--- config.mk ---
export PLATFORM = sky130hd
export DESIGN_NAME = lep_regs
export DESIGN_NICKNAME = d
export VERILOG_FILES = /design/src/hdl/lep_eq_mode.v /design/src/hdl/lep_regs.v
export VERILOG_INCLUDE_DIRS = /design/src /design/src/hdl
export SDC_FILE = /design/constraint.sdc
export NUM_CORES = 1
export LEC_CHECK = 0
export ABC_AREA = 1
export BUFFER_PORTS_ARGS = -buffer_cell sky130_fd_sc_hd__buf_2
export CAP_MARGIN = 20
export CORE_ASPECT_RATIO = 1.5
export CORE_UTILIZATION = 47
export CTS_CLUSTER_SIZE = 24
export DETAILED_ROUTE_END_ITERATION = 7
export GPL_ROUTABILITY_DRIVEN = 0
export PLACE_DENSITY = 0.85
export SLEW_MARGIN = 20
export SYNTH_ARGS = -nofsm -noshare
export SYNTH_HDL_FRONTEND = slang
export SYNTH_HIERARCHICAL = 1
export SYNTH_SLANG_ARGS = --single-unit
--- constraint.sdc ---
create_clock -name sys_clk_i -period 4.6 [get_ports sys_clk_i]
set_input_delay 0.46 -clock sys_clk_i [delete_from_list [all_inputs] [get_ports sys_clk_i]]
set_output_delay 0.46 -clock sys_clk_i [all_outputs]
set_load 0.01 [all_outputs]
--- src/hdl/lep_map.vh ---
// Register map and field constants for the line equalizer and pulse shape registers
`ifndef LEP_MAP_VH
`define LEP_MAP_VH
// ----------------------------------------
// Register indices (byte address = 4 * index)
// ----------------------------------------
`define LEP_IDX_EQ_CTRL 5'h19
`define LEP_IDX_SLOT1 5'h1c
`define LEP_IDX_SLOT2 5'h1d
`define LEP_IDX_SLOT3 5'h1e
`define LEP_IDX_SLOT4 5'h1f
// ----------------------------------------
// Field positions
// ----------------------------------------
`define LEP_EQ_AUTO_DIS_BIT 7
`define LEP_EQ_MID_BIT 6
`define LEP_EQ_MAX_BIT 5
`define LEP_SIGN_BIT 6
`define LEP_COEFF_MSB 5
// ----------------------------------------
// Reset values
// ----------------------------------------
`define LEP_EQ_RST 3'h0
`define LEP_SLOT_RST 7'h00
// ----------------------------------------
// Equalizer mode codes
// ----------------------------------------
`define LEP_MODE_AUTO 2'h0
`define LEP_MODE_OFF 2'h1
`define LEP_MODE_ONE 2'h2
`define LEP_MODE_TWO 2'h3
`endif

--- src/hdl/lep_eq_mode.v ---
// Receive equalizer mode decode from the control bits
`timescale 1ns/1ns
module lep_eq_mode
(
    input wire eq_auto_disable_i,
    input wire eq_mid_gain_i,
    input wire eq_max_gain_i,
    output reg [1:0] eq_mode_o
);
`include "lep_map.vh"
    always @*
    begin
        if (!eq_auto_disable_i)
            eq_mode_o = `LEP_MODE_AUTO;
        else if (eq_mid_gain_i)
            eq_mode_o = `LEP_MODE_ONE;
        else if (eq_max_gain_i)
            eq_mode_o = `LEP_MODE_TWO;
        else
            eq_mode_o = `LEP_MODE_OFF;
    end
endmodule

--- src/hdl/lep_regs.v ---
// Equalizer control and custom pulse level register bank on classic Wishbone
// Contract
// - Auto-disable bit 7 one leaves automatic equalization; zero runs it automatically.
// - Auto-disable and mid-gain both one select one-stage, about 6 dB.
// - Auto-disable one, mid zero, max one select two-stage, about 12 dB.
// - Pulse-level bit 6 is sign: one positive, zero negative.
// - First slot coefficient bits 5..0, MSB first, 0.1 V per code, resets zero.
// - Second slot coefficient in bits 5..0, bit 5 MSB.
// - Third slot coefficient in bits 5..0, bit 5 MSB.
// - Fourth slot coefficient at index 1FH, bits 5..0.
`timescale 1ns/1ns
module lep_regs
(
    input wire sys_clk_i,
    input wire srst_i,
    input wire wb_cyc_i,
    input wire wb_stb_i,
    input wire wb_we_i,
    input wire [6:0] wb_adr_i,
    input wire [31:0] wb_dat_i,
    input wire [3:0] wb_sel_i,
    output reg [31:0] wb_dat_o,
    output reg wb_ack_o,
    output wire eq_auto_disable_o,
    output wire eq_mid_gain_o,
    output wire eq_max_gain_o,
    output wire [1:0] eq_mode_o,
    output wire [3:0] slot_sign_o,
    output wire [23:0] slot_coeff_o
);
`include "lep_map.vh"
// ----------------------------------------
// Bus decode
// ----------------------------------------
    wire req = wb_cyc_i & wb_stb_i & ~wb_ack_o;
    wire [4:0] idx = wb_adr_i[6:2];
    wire wr_lane0 = req & wb_we_i & wb_sel_i[0];
    reg [2:0] eq_r;
    reg [6:0] slot_r [0:3];
// ----------------------------------------
// Equalizer control, only bits 7..5 stored
// ----------------------------------------
    always @(posedge sys_clk_i)
    begin
        if (srst_i)
            eq_r <= `LEP_EQ_RST;
        else if (wr_lane0 && idx == `LEP_IDX_EQ_CTRL)
            eq_r <= wb_dat_i[`LEP_EQ_AUTO_DIS_BIT:`LEP_EQ_MAX_BIT];
    end
    assign eq_auto_disable_o = eq_r[2];
    assign eq_mid_gain_o = eq_r[1];
    assign eq_max_gain_o = eq_r[0];
// ----------------------------------------
// Pulse level registers, one per slot
// ----------------------------------------
    genvar g;
    generate
        for (g = 0; g < 4; g = g + 1)
        begin : g_slot
            // Index sum kept as an integer, then cut to the decode width
            localparam integer SLOT_SUM = `LEP_IDX_SLOT1 + g;
            localparam [4:0] SLOT_IDX = SLOT_SUM[4:0];
            always @(posedge sys_clk_i)
            begin
                if (srst_i)
                    slot_r[g] <= `LEP_SLOT_RST;
                else if (wr_lane0 && idx == SLOT_IDX)
                    slot_r[g] <= wb_dat_i[`LEP_SIGN_BIT:0];
            end
            assign slot_sign_o[g] = slot_r[g][`LEP_SIGN_BIT];
            assign slot_coeff_o[6*g+5:6*g] = slot_r[g][`LEP_COEFF_MSB:0];
        end
    endgenerate
// ----------------------------------------
// Mode decode
// ----------------------------------------
    lep_eq_mode u_mode
    (
        .eq_auto_disable_i(eq_r[2]),
        .eq_mid_gain_i(eq_r[1]),
        .eq_max_gain_i(eq_r[0]),
        .eq_mode_o(eq_mode_o)
    );
// ----------------------------------------
// Read data and ack; unmapped reads give zero
// ----------------------------------------
    reg [31:0] rd_nxt;
    always @*
    begin
        rd_nxt = 32'h0000_0000;
        case (idx)
            `LEP_IDX_EQ_CTRL: rd_nxt = {24'h00_0000, eq_r, 5'h00};
            `LEP_IDX_SLOT1: rd_nxt = {25'h000_0000, slot_r[0]};
            `LEP_IDX_SLOT2: rd_nxt = {25'h000_0000, slot_r[1]};
            `LEP_IDX_SLOT3: rd_nxt = {25'h000_0000, slot_r[2]};
            `LEP_IDX_SLOT4: rd_nxt = {25'h000_0000, slot_r[3]};
            default: rd_nxt = 32'h0000_0000;
        endcase
    end
    always @(posedge sys_clk_i)
    begin
        if (srst_i)
        begin
            wb_ack_o <= 1'b0;
            wb_dat_o <= 32'h0000_0000;
        end
        else
        begin
            wb_ack_o <= req;
            wb_dat_o <= req ? rd_nxt : 32'h0000_0000;
        end
    end
endmodule

==> results, run 1 <==
- Traced cell by cell, the critical path runs through buf_2 -> nand2_2 -> nor2_2 -> nand2_1 -> o21ai_1.
- The sequential element share of the synthesized area is 55.7%.
- The setup path with the least slack is of type in -> reg.
- After detailed routing, the average wire length per cell comes to about 13 um.
- For this run, the number of Yosys warnings is 6.
- After routing the design area is 0.00228 sq mm.
- After Yosys synthesis, and, or, nand and nor cells account for 29.3% of the synthesized area.
- Relative to the synthesized area, the layout overhead comes to 17.4%.
- The distinct cell type count of the synthesized netlist is 17.
- The actual transition at the worst max-transition pin is 820 ps.
- Data arrives at the worst endpoint at 1920 ps.
- The worst-case register-to-register setup slack is 2930 ps.
- The number of nets with antenna violations after routing is 0.
- The post-route clock period utilization is about 44%.
- The final standard cell count with taps included and fillers excluded is 326.
- Buffers inserted during clock tree synthesis total 5.
- The largest driver fanout on the critical path is 16.
- The length of the first detailed-routing pass in iterations is 6.
- The category of the worst setup path capture point is a flop.
- The initial antenna violation count is 0.
- Summing over every cut layer, the via total after detailed routing is 1,627.
- Entering global routing, the biggest net connects 19 pins.
- The power per cell area is between 300 and 400 mW/mm^2.
- The via count of the first global-routing pass was about 1,300.
- The maximum clock insertion buffer count is 2.
- The maximum single-stage delay on the critical path is about 700 ps.
- The chip height is 80.7 um.
- The tool flagged a number of max-cap violations equal to 0.
- The average instance in the mapped netlist occupies 8.90 sq um.
- Based on the critical path, the design can be clocked at up to 497 MHz.
- After synthesis the netlist holds a flip-flop and latch count of 40.
- The die width is approximately 54 um.
- The worst clock skew is 5.72 ps.
- The global route total overflow is 0.
- The global-route wire length before repair is 5770 um.
- The cell at the slowest stage of the critical path is sky130_fd_sc_hd__o21ai_1.
- The H-tree level count is 2.
- The die covers 0.00440 sq mm.
- The number of buffers inserted by post-CTS setup repair is 0.
- The library cell used most frequently in the layout, excluding fill and tap cells, is sky130_fd_sc_hd__buf_2.
- The effective utilization at floorplan is roughly half.
- The flow ran to the end, and the final reports show no timing, DRC or antenna violations.
- The core region area is a little under 0.004 sq mm.
- Leaving out fill and tap cells, the most frequent cells in the layout are sky130_fd_sc_hd__buf_2, sky130_fd_sc_hd__nor2_1, sky130_fd_sc_hd__nand3_1.
- In this run the most critical hold path is launched from wb_dat_i[7].
- The clock reaches the later pin of the worst-skew pair after between 200 and 300 ps.
- The final hold violation count is 0.
- The worst setup path is launched from an input pin.
- The launch instance of the worst register-to-register path is wb_ack_o.
- The number of max-slew violations in the final report is 0.
- Including well taps, the total number of placed cells is 317.
- The number of antenna diodes in the final layout is 0.
- The share of the synthesized area in compound gates (AO/OA/AOI/OAI) is 0.516%.
- The overall track demand over capacity in global routing is 18.7%.
- The total number of clock tree sinks is 40.
- The dominant combinational cell family by area after synthesis is simple AND/OR/NAND/NOR gates.
- The detailed-route DRC error count is 0.
- Data on the critical path is required at its endpoint by 4510 ps.
- The worst relative slew slack is 45.0%.
- The leakage power summed over all cells is between 1 and 1.5 nW.
- The arithmetic-cell share of the synthesized area counting full adders, half adders and majority gates is 0%.
- The net total in the final layout is approximately 330.
- The setup-violating endpoint count in the final report is 0.
- The launching element of the worst setup path is wb_adr_i[4].
- In this run the cell area of the synthesized design comes to just under 0.002 sq mm.
- For this design the top-level I/O count stands at 114.
- The number of vias per cell after detailed routing is 4.99.
- The worst-case vdd ir drop is roughly 220 uV.
- In the final layout, the share of cells above drive strength 1 is approximately a quarter.
- The minimum clock period is about 2000 ps.
- After floorplanning, the core was divided into 28 placement rows.
- Setup repair after global routing left no endpoint under its margin.
- The half-perimeter wire length of the detailed placement result is 3090 um.
- For this block, the initial DRC count from the detailed router was 44.
- The worst hold slack after final layout is approximately 470 ps.
- The root buffer cell is sky130_fd_sc_hd__clkbuf_8.
- The number of hold-repair buffers added at the cts stage is 0.
- The class of the most critical hold timing path is in -> reg.
- Once the clock tree was built, the resizer swapped 0 gates to a different size.
- The number of buffers and inverters on the critical path is 1.
- Input and output buffers added on the ports amount to 60.
- The cell count after synthesis is 218.
- The CTS tree is yes.
- After clock tree synthesis, the clock-pin slew on the worst setup and hold paths is 70 ps.
- After synthesis, the share of cell area in mux cells is 0%.
- Summed over all failing endpoints, the final setup total negative slack is 0 ps.
- Of the total synthesized cell area, the portion taken by XOR and XNOR cells is 0%.
- The cell area reported after detailed placement is 0.00217 sq mm.
- The final layout contains routed wiring with a total length of 4090 um.
- The cell family with the largest share of critical-path delay is compound AO/OA/AOI/OAI gates.
[power breakdown]
group          leakage [nW]  internal, mW  switching [mW]
Clock                0.0552         0.161           0.112
Combinational         0.698        0.0178          0.0473
Sequential            0.380         0.394         0.00625
Total                  1.13         0.573           0.166
[cells by family after synthesis]
| logic type | count (synthesis) |
|---|---|
| buffers and inverters | 45 |
| flip-flops | 40 |
| AO/OA/AOI/OAI | 2 |
| AND/OR/NAND/NOR | 130 |
| other | 1 |
[metal layers]
| layer | wire, um | vias up | global-route usage (%) |
|---|---|---|---|
| met5 | 0 | - | 0 |
| met2 | 2320 | 92 | 34.4 |
| li1 | - | 787 | - |
| met4 | 47 | 0 | 11.0 |
| met1 | 1410 | 744 | 17.4 |
| met3 | 311 | 4 | 4.55 |
[worst paths after layout]
kind / depth (start not counted) / endpoint
worst max register to register: 3 / slot_r[0][5]
worst min-delay path: 5 / eq_r[2]
worst max-delay path: 5 / slot_r[0][5]
worst min register to register: 1 / wb_dat_o[7]
[cell usage after synthesis]
library cell | count | area [sq um]
sky130_fd_sc_hd__dfxtp_1 | 12 | 240
sky130_fd_sc_hd__conb_1 | 1 | 3.75
sky130_fd_sc_hd__nand2_1 | 30 | 113
sky130_fd_sc_hd__nor3_1 | 2 | 10.0
sky130_fd_sc_hd__nor3b_1 | 1 | 7.51
sky130_fd_sc_hd__inv_1 | 16 | 60.1
sky130_fd_sc_hd__nor2_4 | 2 | 22.5
sky130_fd_sc_hd__edfxtp_1 | 28 | 841
sky130_fd_sc_hd__o21ai_0 | 2 | 10.0
sky130_fd_sc_hd__nand3_1 | 35 | 175
sky130_fd_sc_hd__nor2_2 | 1 | 6.26
sky130_fd_sc_hd__nand2_2 | 1 | 6.26
sky130_fd_sc_hd__buf_4 | 27 | 203
sky130_fd_sc_hd__nand4_1 | 4 | 25.0
sky130_fd_sc_hd__buf_6 | 1 | 11.3
sky130_fd_sc_hd__clkbuf_1 | 1 | 3.75
sky130_fd_sc_hd__nor2_1 | 54 | 203
[per-stage QoR]
| step | setup WS (ps) | utilization [%] | power (mW) |
|---|---|---|---|
| after CTS | 2340 | 57.4 | 0.738 |
| after global routing | 2440 | 57.6 | 0.760 |
| after global placement | 2120 | 54.7 | 0.471 |
| after detailed placement | 2040 | 54.7 | 0.472 |
| final | 2590 | 57.6 | 0.739 |
| after floorplan | 2690 | - | 0.462 |
[area by class of cell]
cell class	count	area, sq um
repair buffers	61	305
multi-input cells	156	668
clock buffers	6	72.6
well taps	45	56.3
fillers	332	1680
flip-flops and latches	40	1080
inverters	16	60.1
clock inverters	2	35.0
[registers in the layout, summed over array words and instances, names as in the netlist]
register / flops
wb_dat_o: 8
slot_r: 28
eq_r: 3
wb_ack_o: 1
[tightest hold or removal path: stages]
cell and delay (ps):
sky130_fd_sc_hd__buf_2 100, sky130_fd_sc_hd__inv_1 40, sky130_fd_sc_hd__nand2_1 40, sky130_fd_sc_hd__nand2_1 50, sky130_fd_sc_hd__nor2_1 30
No activity file was read; power rests on OpenSTA's default activity.
==> inputs of run 2 (changes only) <==
Settings changed: CORE_UTILIZATION 47 to 39, PLACE_DENSITY 0.85 to 0.76.
Clock period 4.6 ns to 1.7 ns, I/O delays scaled along.
==> run 2 against run 1 <==
Compared with the run above:
- first-iteration DRC count is 4.5% higher
- clock power grew to 2.8 times the previous value
- power grew to 2.7 times the previous value
- largest cell class unchanged
==> results, run 2 (synthesized netlist as in run 1, its figures left out) <==
- The run finished with clean final reports.
- The flip-flop count of the largest register, all copies and words added is 28 (unchanged).
- The register cell area after layout was 0.00108 sq mm (unchanged).
- The setup-violating endpoint count in the final report was 0 (unchanged).
- The startpoint-to-endpoint class of the critical path is reg -> reg.
- The global-route wire length before repair was 6190 um (+7.3%).
- The total CTS buffers was 5 (unchanged).
- The detailed-route DRC error count is 0 (unchanged).
- The data arrival time of the critical path came to 1670 ps (-250 ps).
- The utilization after layout is 48.6% (-9.0 points).
- The die footprint is 0.00527 sq mm (+20%).
- The number of nets with antenna violations after routing was 0 (unchanged).
- The worst-case reg-to-reg path depth was 5 (+2).
- The number of hold-repair buffers added at the cts stage is 0 (unchanged).
- The clock transition at the register clock pins on the worst setup and hold paths after CTS is 70 ps (about the same).
- The combinational group share of total power came to 9.0% (+0.2 points).
- Leaving out fill and tap cells, the most frequent cells in the layout are sky130_fd_sc_hd__buf_2, sky130_fd_sc_hd__nor2_1, sky130_fd_sc_hd__nand3_1.
- The core region area came to 0.00481 sq mm (+21%).
- The cell depth of the worst hold path is 5 (unchanged).
- The number of vias per cell after detailed routing was 4.48 (-10%).
- The row count came to 31 (+11%).
- The post-layout total power is 2.02 mW (+170%).
- The switching power was 0.459 mW (+180%).
- The share of cells above drive strength 1 came to 26.7% (+1.0 points).
- The area taken by multi-input logic gates is 668 sq um (unchanged).
- The initial antenna violation count is 0 (unchanged).
- The count of routing violations after the opening detailed-route iteration was 46 (+4.5%).
- The proportion of total power due to net switching is 22.8% (+0.35 points).
- The total number of clock tree sinks is 40 (unchanged).
- The minimum clock period is 1530 ps.
- The internal power is 1.56 mW (+170%).
- The die width is 59.6 um (+9.4%).
- The root buffer cell is sky130_fd_sc_hd__clkbuf_8.
- The count of inserted antenna diode cells is 0 (unchanged).
- The largest driver fanout on the critical path is 7 (-9).
- The power per cell area is 862 mW/mm^2 (+170%).
- The global route total overflow is 0 (unchanged).
- The number of gates resized after CTS is 0 (unchanged).
- The worst clock skew is 4.38 ps (-1.35 ps).
- The H-tree level count is 2 (unchanged).
- The via count of the first global-routing pass is 1,379 (+2.6%).
- The via count is 1,574 (-3.3%).
- The maximum clock insertion buffer count is 2 (unchanged).
- The overall track demand over capacity in global routing is 16.2% (-2.5 points).
- The top register by number of flip-flops is slot_r.
- The class of the most critical hold timing path is in -> reg.
- The worst-case vdd ir drop was 273 uV (+26%).
- The routed length per placed instance was 11.6 um (-7.6%).
- The fill cell total of the finished layout came to 492 (+48%).
- The worst setup path is captured at a flop.
- The library cell used most frequently in the layout, excluding fill and tap cells, is sky130_fd_sc_hd__buf_2.
- The chip height is 88.4 um (+9.5%).
- The element type at the critical path start is a flop.
- The post-route clock period utilization is roughly 90%.
- The layout overhead on the synthesized area is 20.4%.
- TritonCTS built the clock tree.
- Setup repair after global routing left no endpoint under its margin.
- The number of max-cap violations is 0 (unchanged).
- The count of port buffers added during placement is 60 (unchanged).
- The largest registers in the layout are slot_r (28), wb_dat_o (8), eq_r (3).
- The data required time of the critical path is 1840 ps (-2670 ps).
- The maximum number of pins on one net before global-route repair came to 15 (-4).
- The half-perimeter wire length of the detailed placement result was 3240 um (+4.8%).
- The final total negative setup slack is 0 ps (unchanged).
- The routed wire length came to 4070 um (-0.49%).
- The final hold violation count is 0 (unchanged).
- The leakage power summed over all cells is 1.16 nW (+1.9%).
- The effective utilization at floorplan was 40.3% (-8.7 points).
- The net total in the final layout is 332 (+1.2%).
- The relative contribution of the clock network to total power was 37.3% (+0.3 points).
- The clock latency of the later-clocked register in the worst-skew pair is 290 ps (about the same).
- The length of the first detailed-routing pass in iterations is 4 (-2).
- The highest clock frequency the design can meet is 652 MHz.
- The count of boundary I/O pins is 114 (unchanged).
- The number of max-slew violations in the final report is 0 (unchanged).
- The number of buffers inserted by post-CTS setup repair is 0 (unchanged).
- The part of the total power dissipated in sequential elements came to 53.8% (-0.4 points).
[run 2: final timing paths]
| path | start | endpoint | slack [ps] |
|---|---|---|---|
| worst max-delay path | wb_ack_o | slot_r[0][5] | 170 |
| worst min register to register | eq_r[2] | wb_dat_o[7] | 510 |
| worst max register to register | wb_ack_o | slot_r[0][5] | 170 |
| worst min-delay path | wb_dat_i[7] | eq_r[2] | 180 |
[run 2: worst max-delay path, cell delays in order, from the launching register on]
cell                      delay [ps]
sky130_fd_sc_hd__dfxtp_1         310
sky130_fd_sc_hd__nor2_1          130
sky130_fd_sc_hd__nand3_1         180
sky130_fd_sc_hd__inv_1           200
sky130_fd_sc_hd__nand4_1         360
sky130_fd_sc_hd__nor2_1          210
[run 2: power groups by stage]
stage,clock [mW],sequential (mW),combinational [mW]
2_1_floorplan,0,1.12,0.134
3_3_place_gp,0,1.11,0.177
3_5_place_dp,0,1.11,0.180
4_1_cts,0.769,1.08,0.180
5_1_grt,0.792,1.09,0.204
6_report,0.751,1.08,0.180
[run 2: area by class of cell]
| class | instances | area share [%] |
|---|---|---|
| Timing Repair Buffer | 65 | 14.5 |
| Tap cell | 66 | 3.53 |
| Clock inverter | 2 | 1.50 |
| Sequential cell | 40 | 46.3 |
| Clock buffer | 6 | 3.10 |
| Multi-Input combinational cell | 156 | 28.6 |
| Inverter | 16 | 2.57 |
[run 2: per-layer routing]
metal | GRT usage (%) | part of all wire (%)
met1 | 15.9 | 36
met2 | 29.4 | 54
met3 | 3.65 | 5.7
met4 | 11.2 | 3.9
met5 | 0 | 0
[run 2: through the flow]
step                hold slack (ps)  cell area, sq um  cells  setup WS, ps
global route                    218              2340    351          82.3
detailed placement              480              2230    343           223
CTS                             173              2340    351           210
global placement                464              2230    343           270
floorplan                       314              2030    241          77.4
finish                          182              2340    351           166
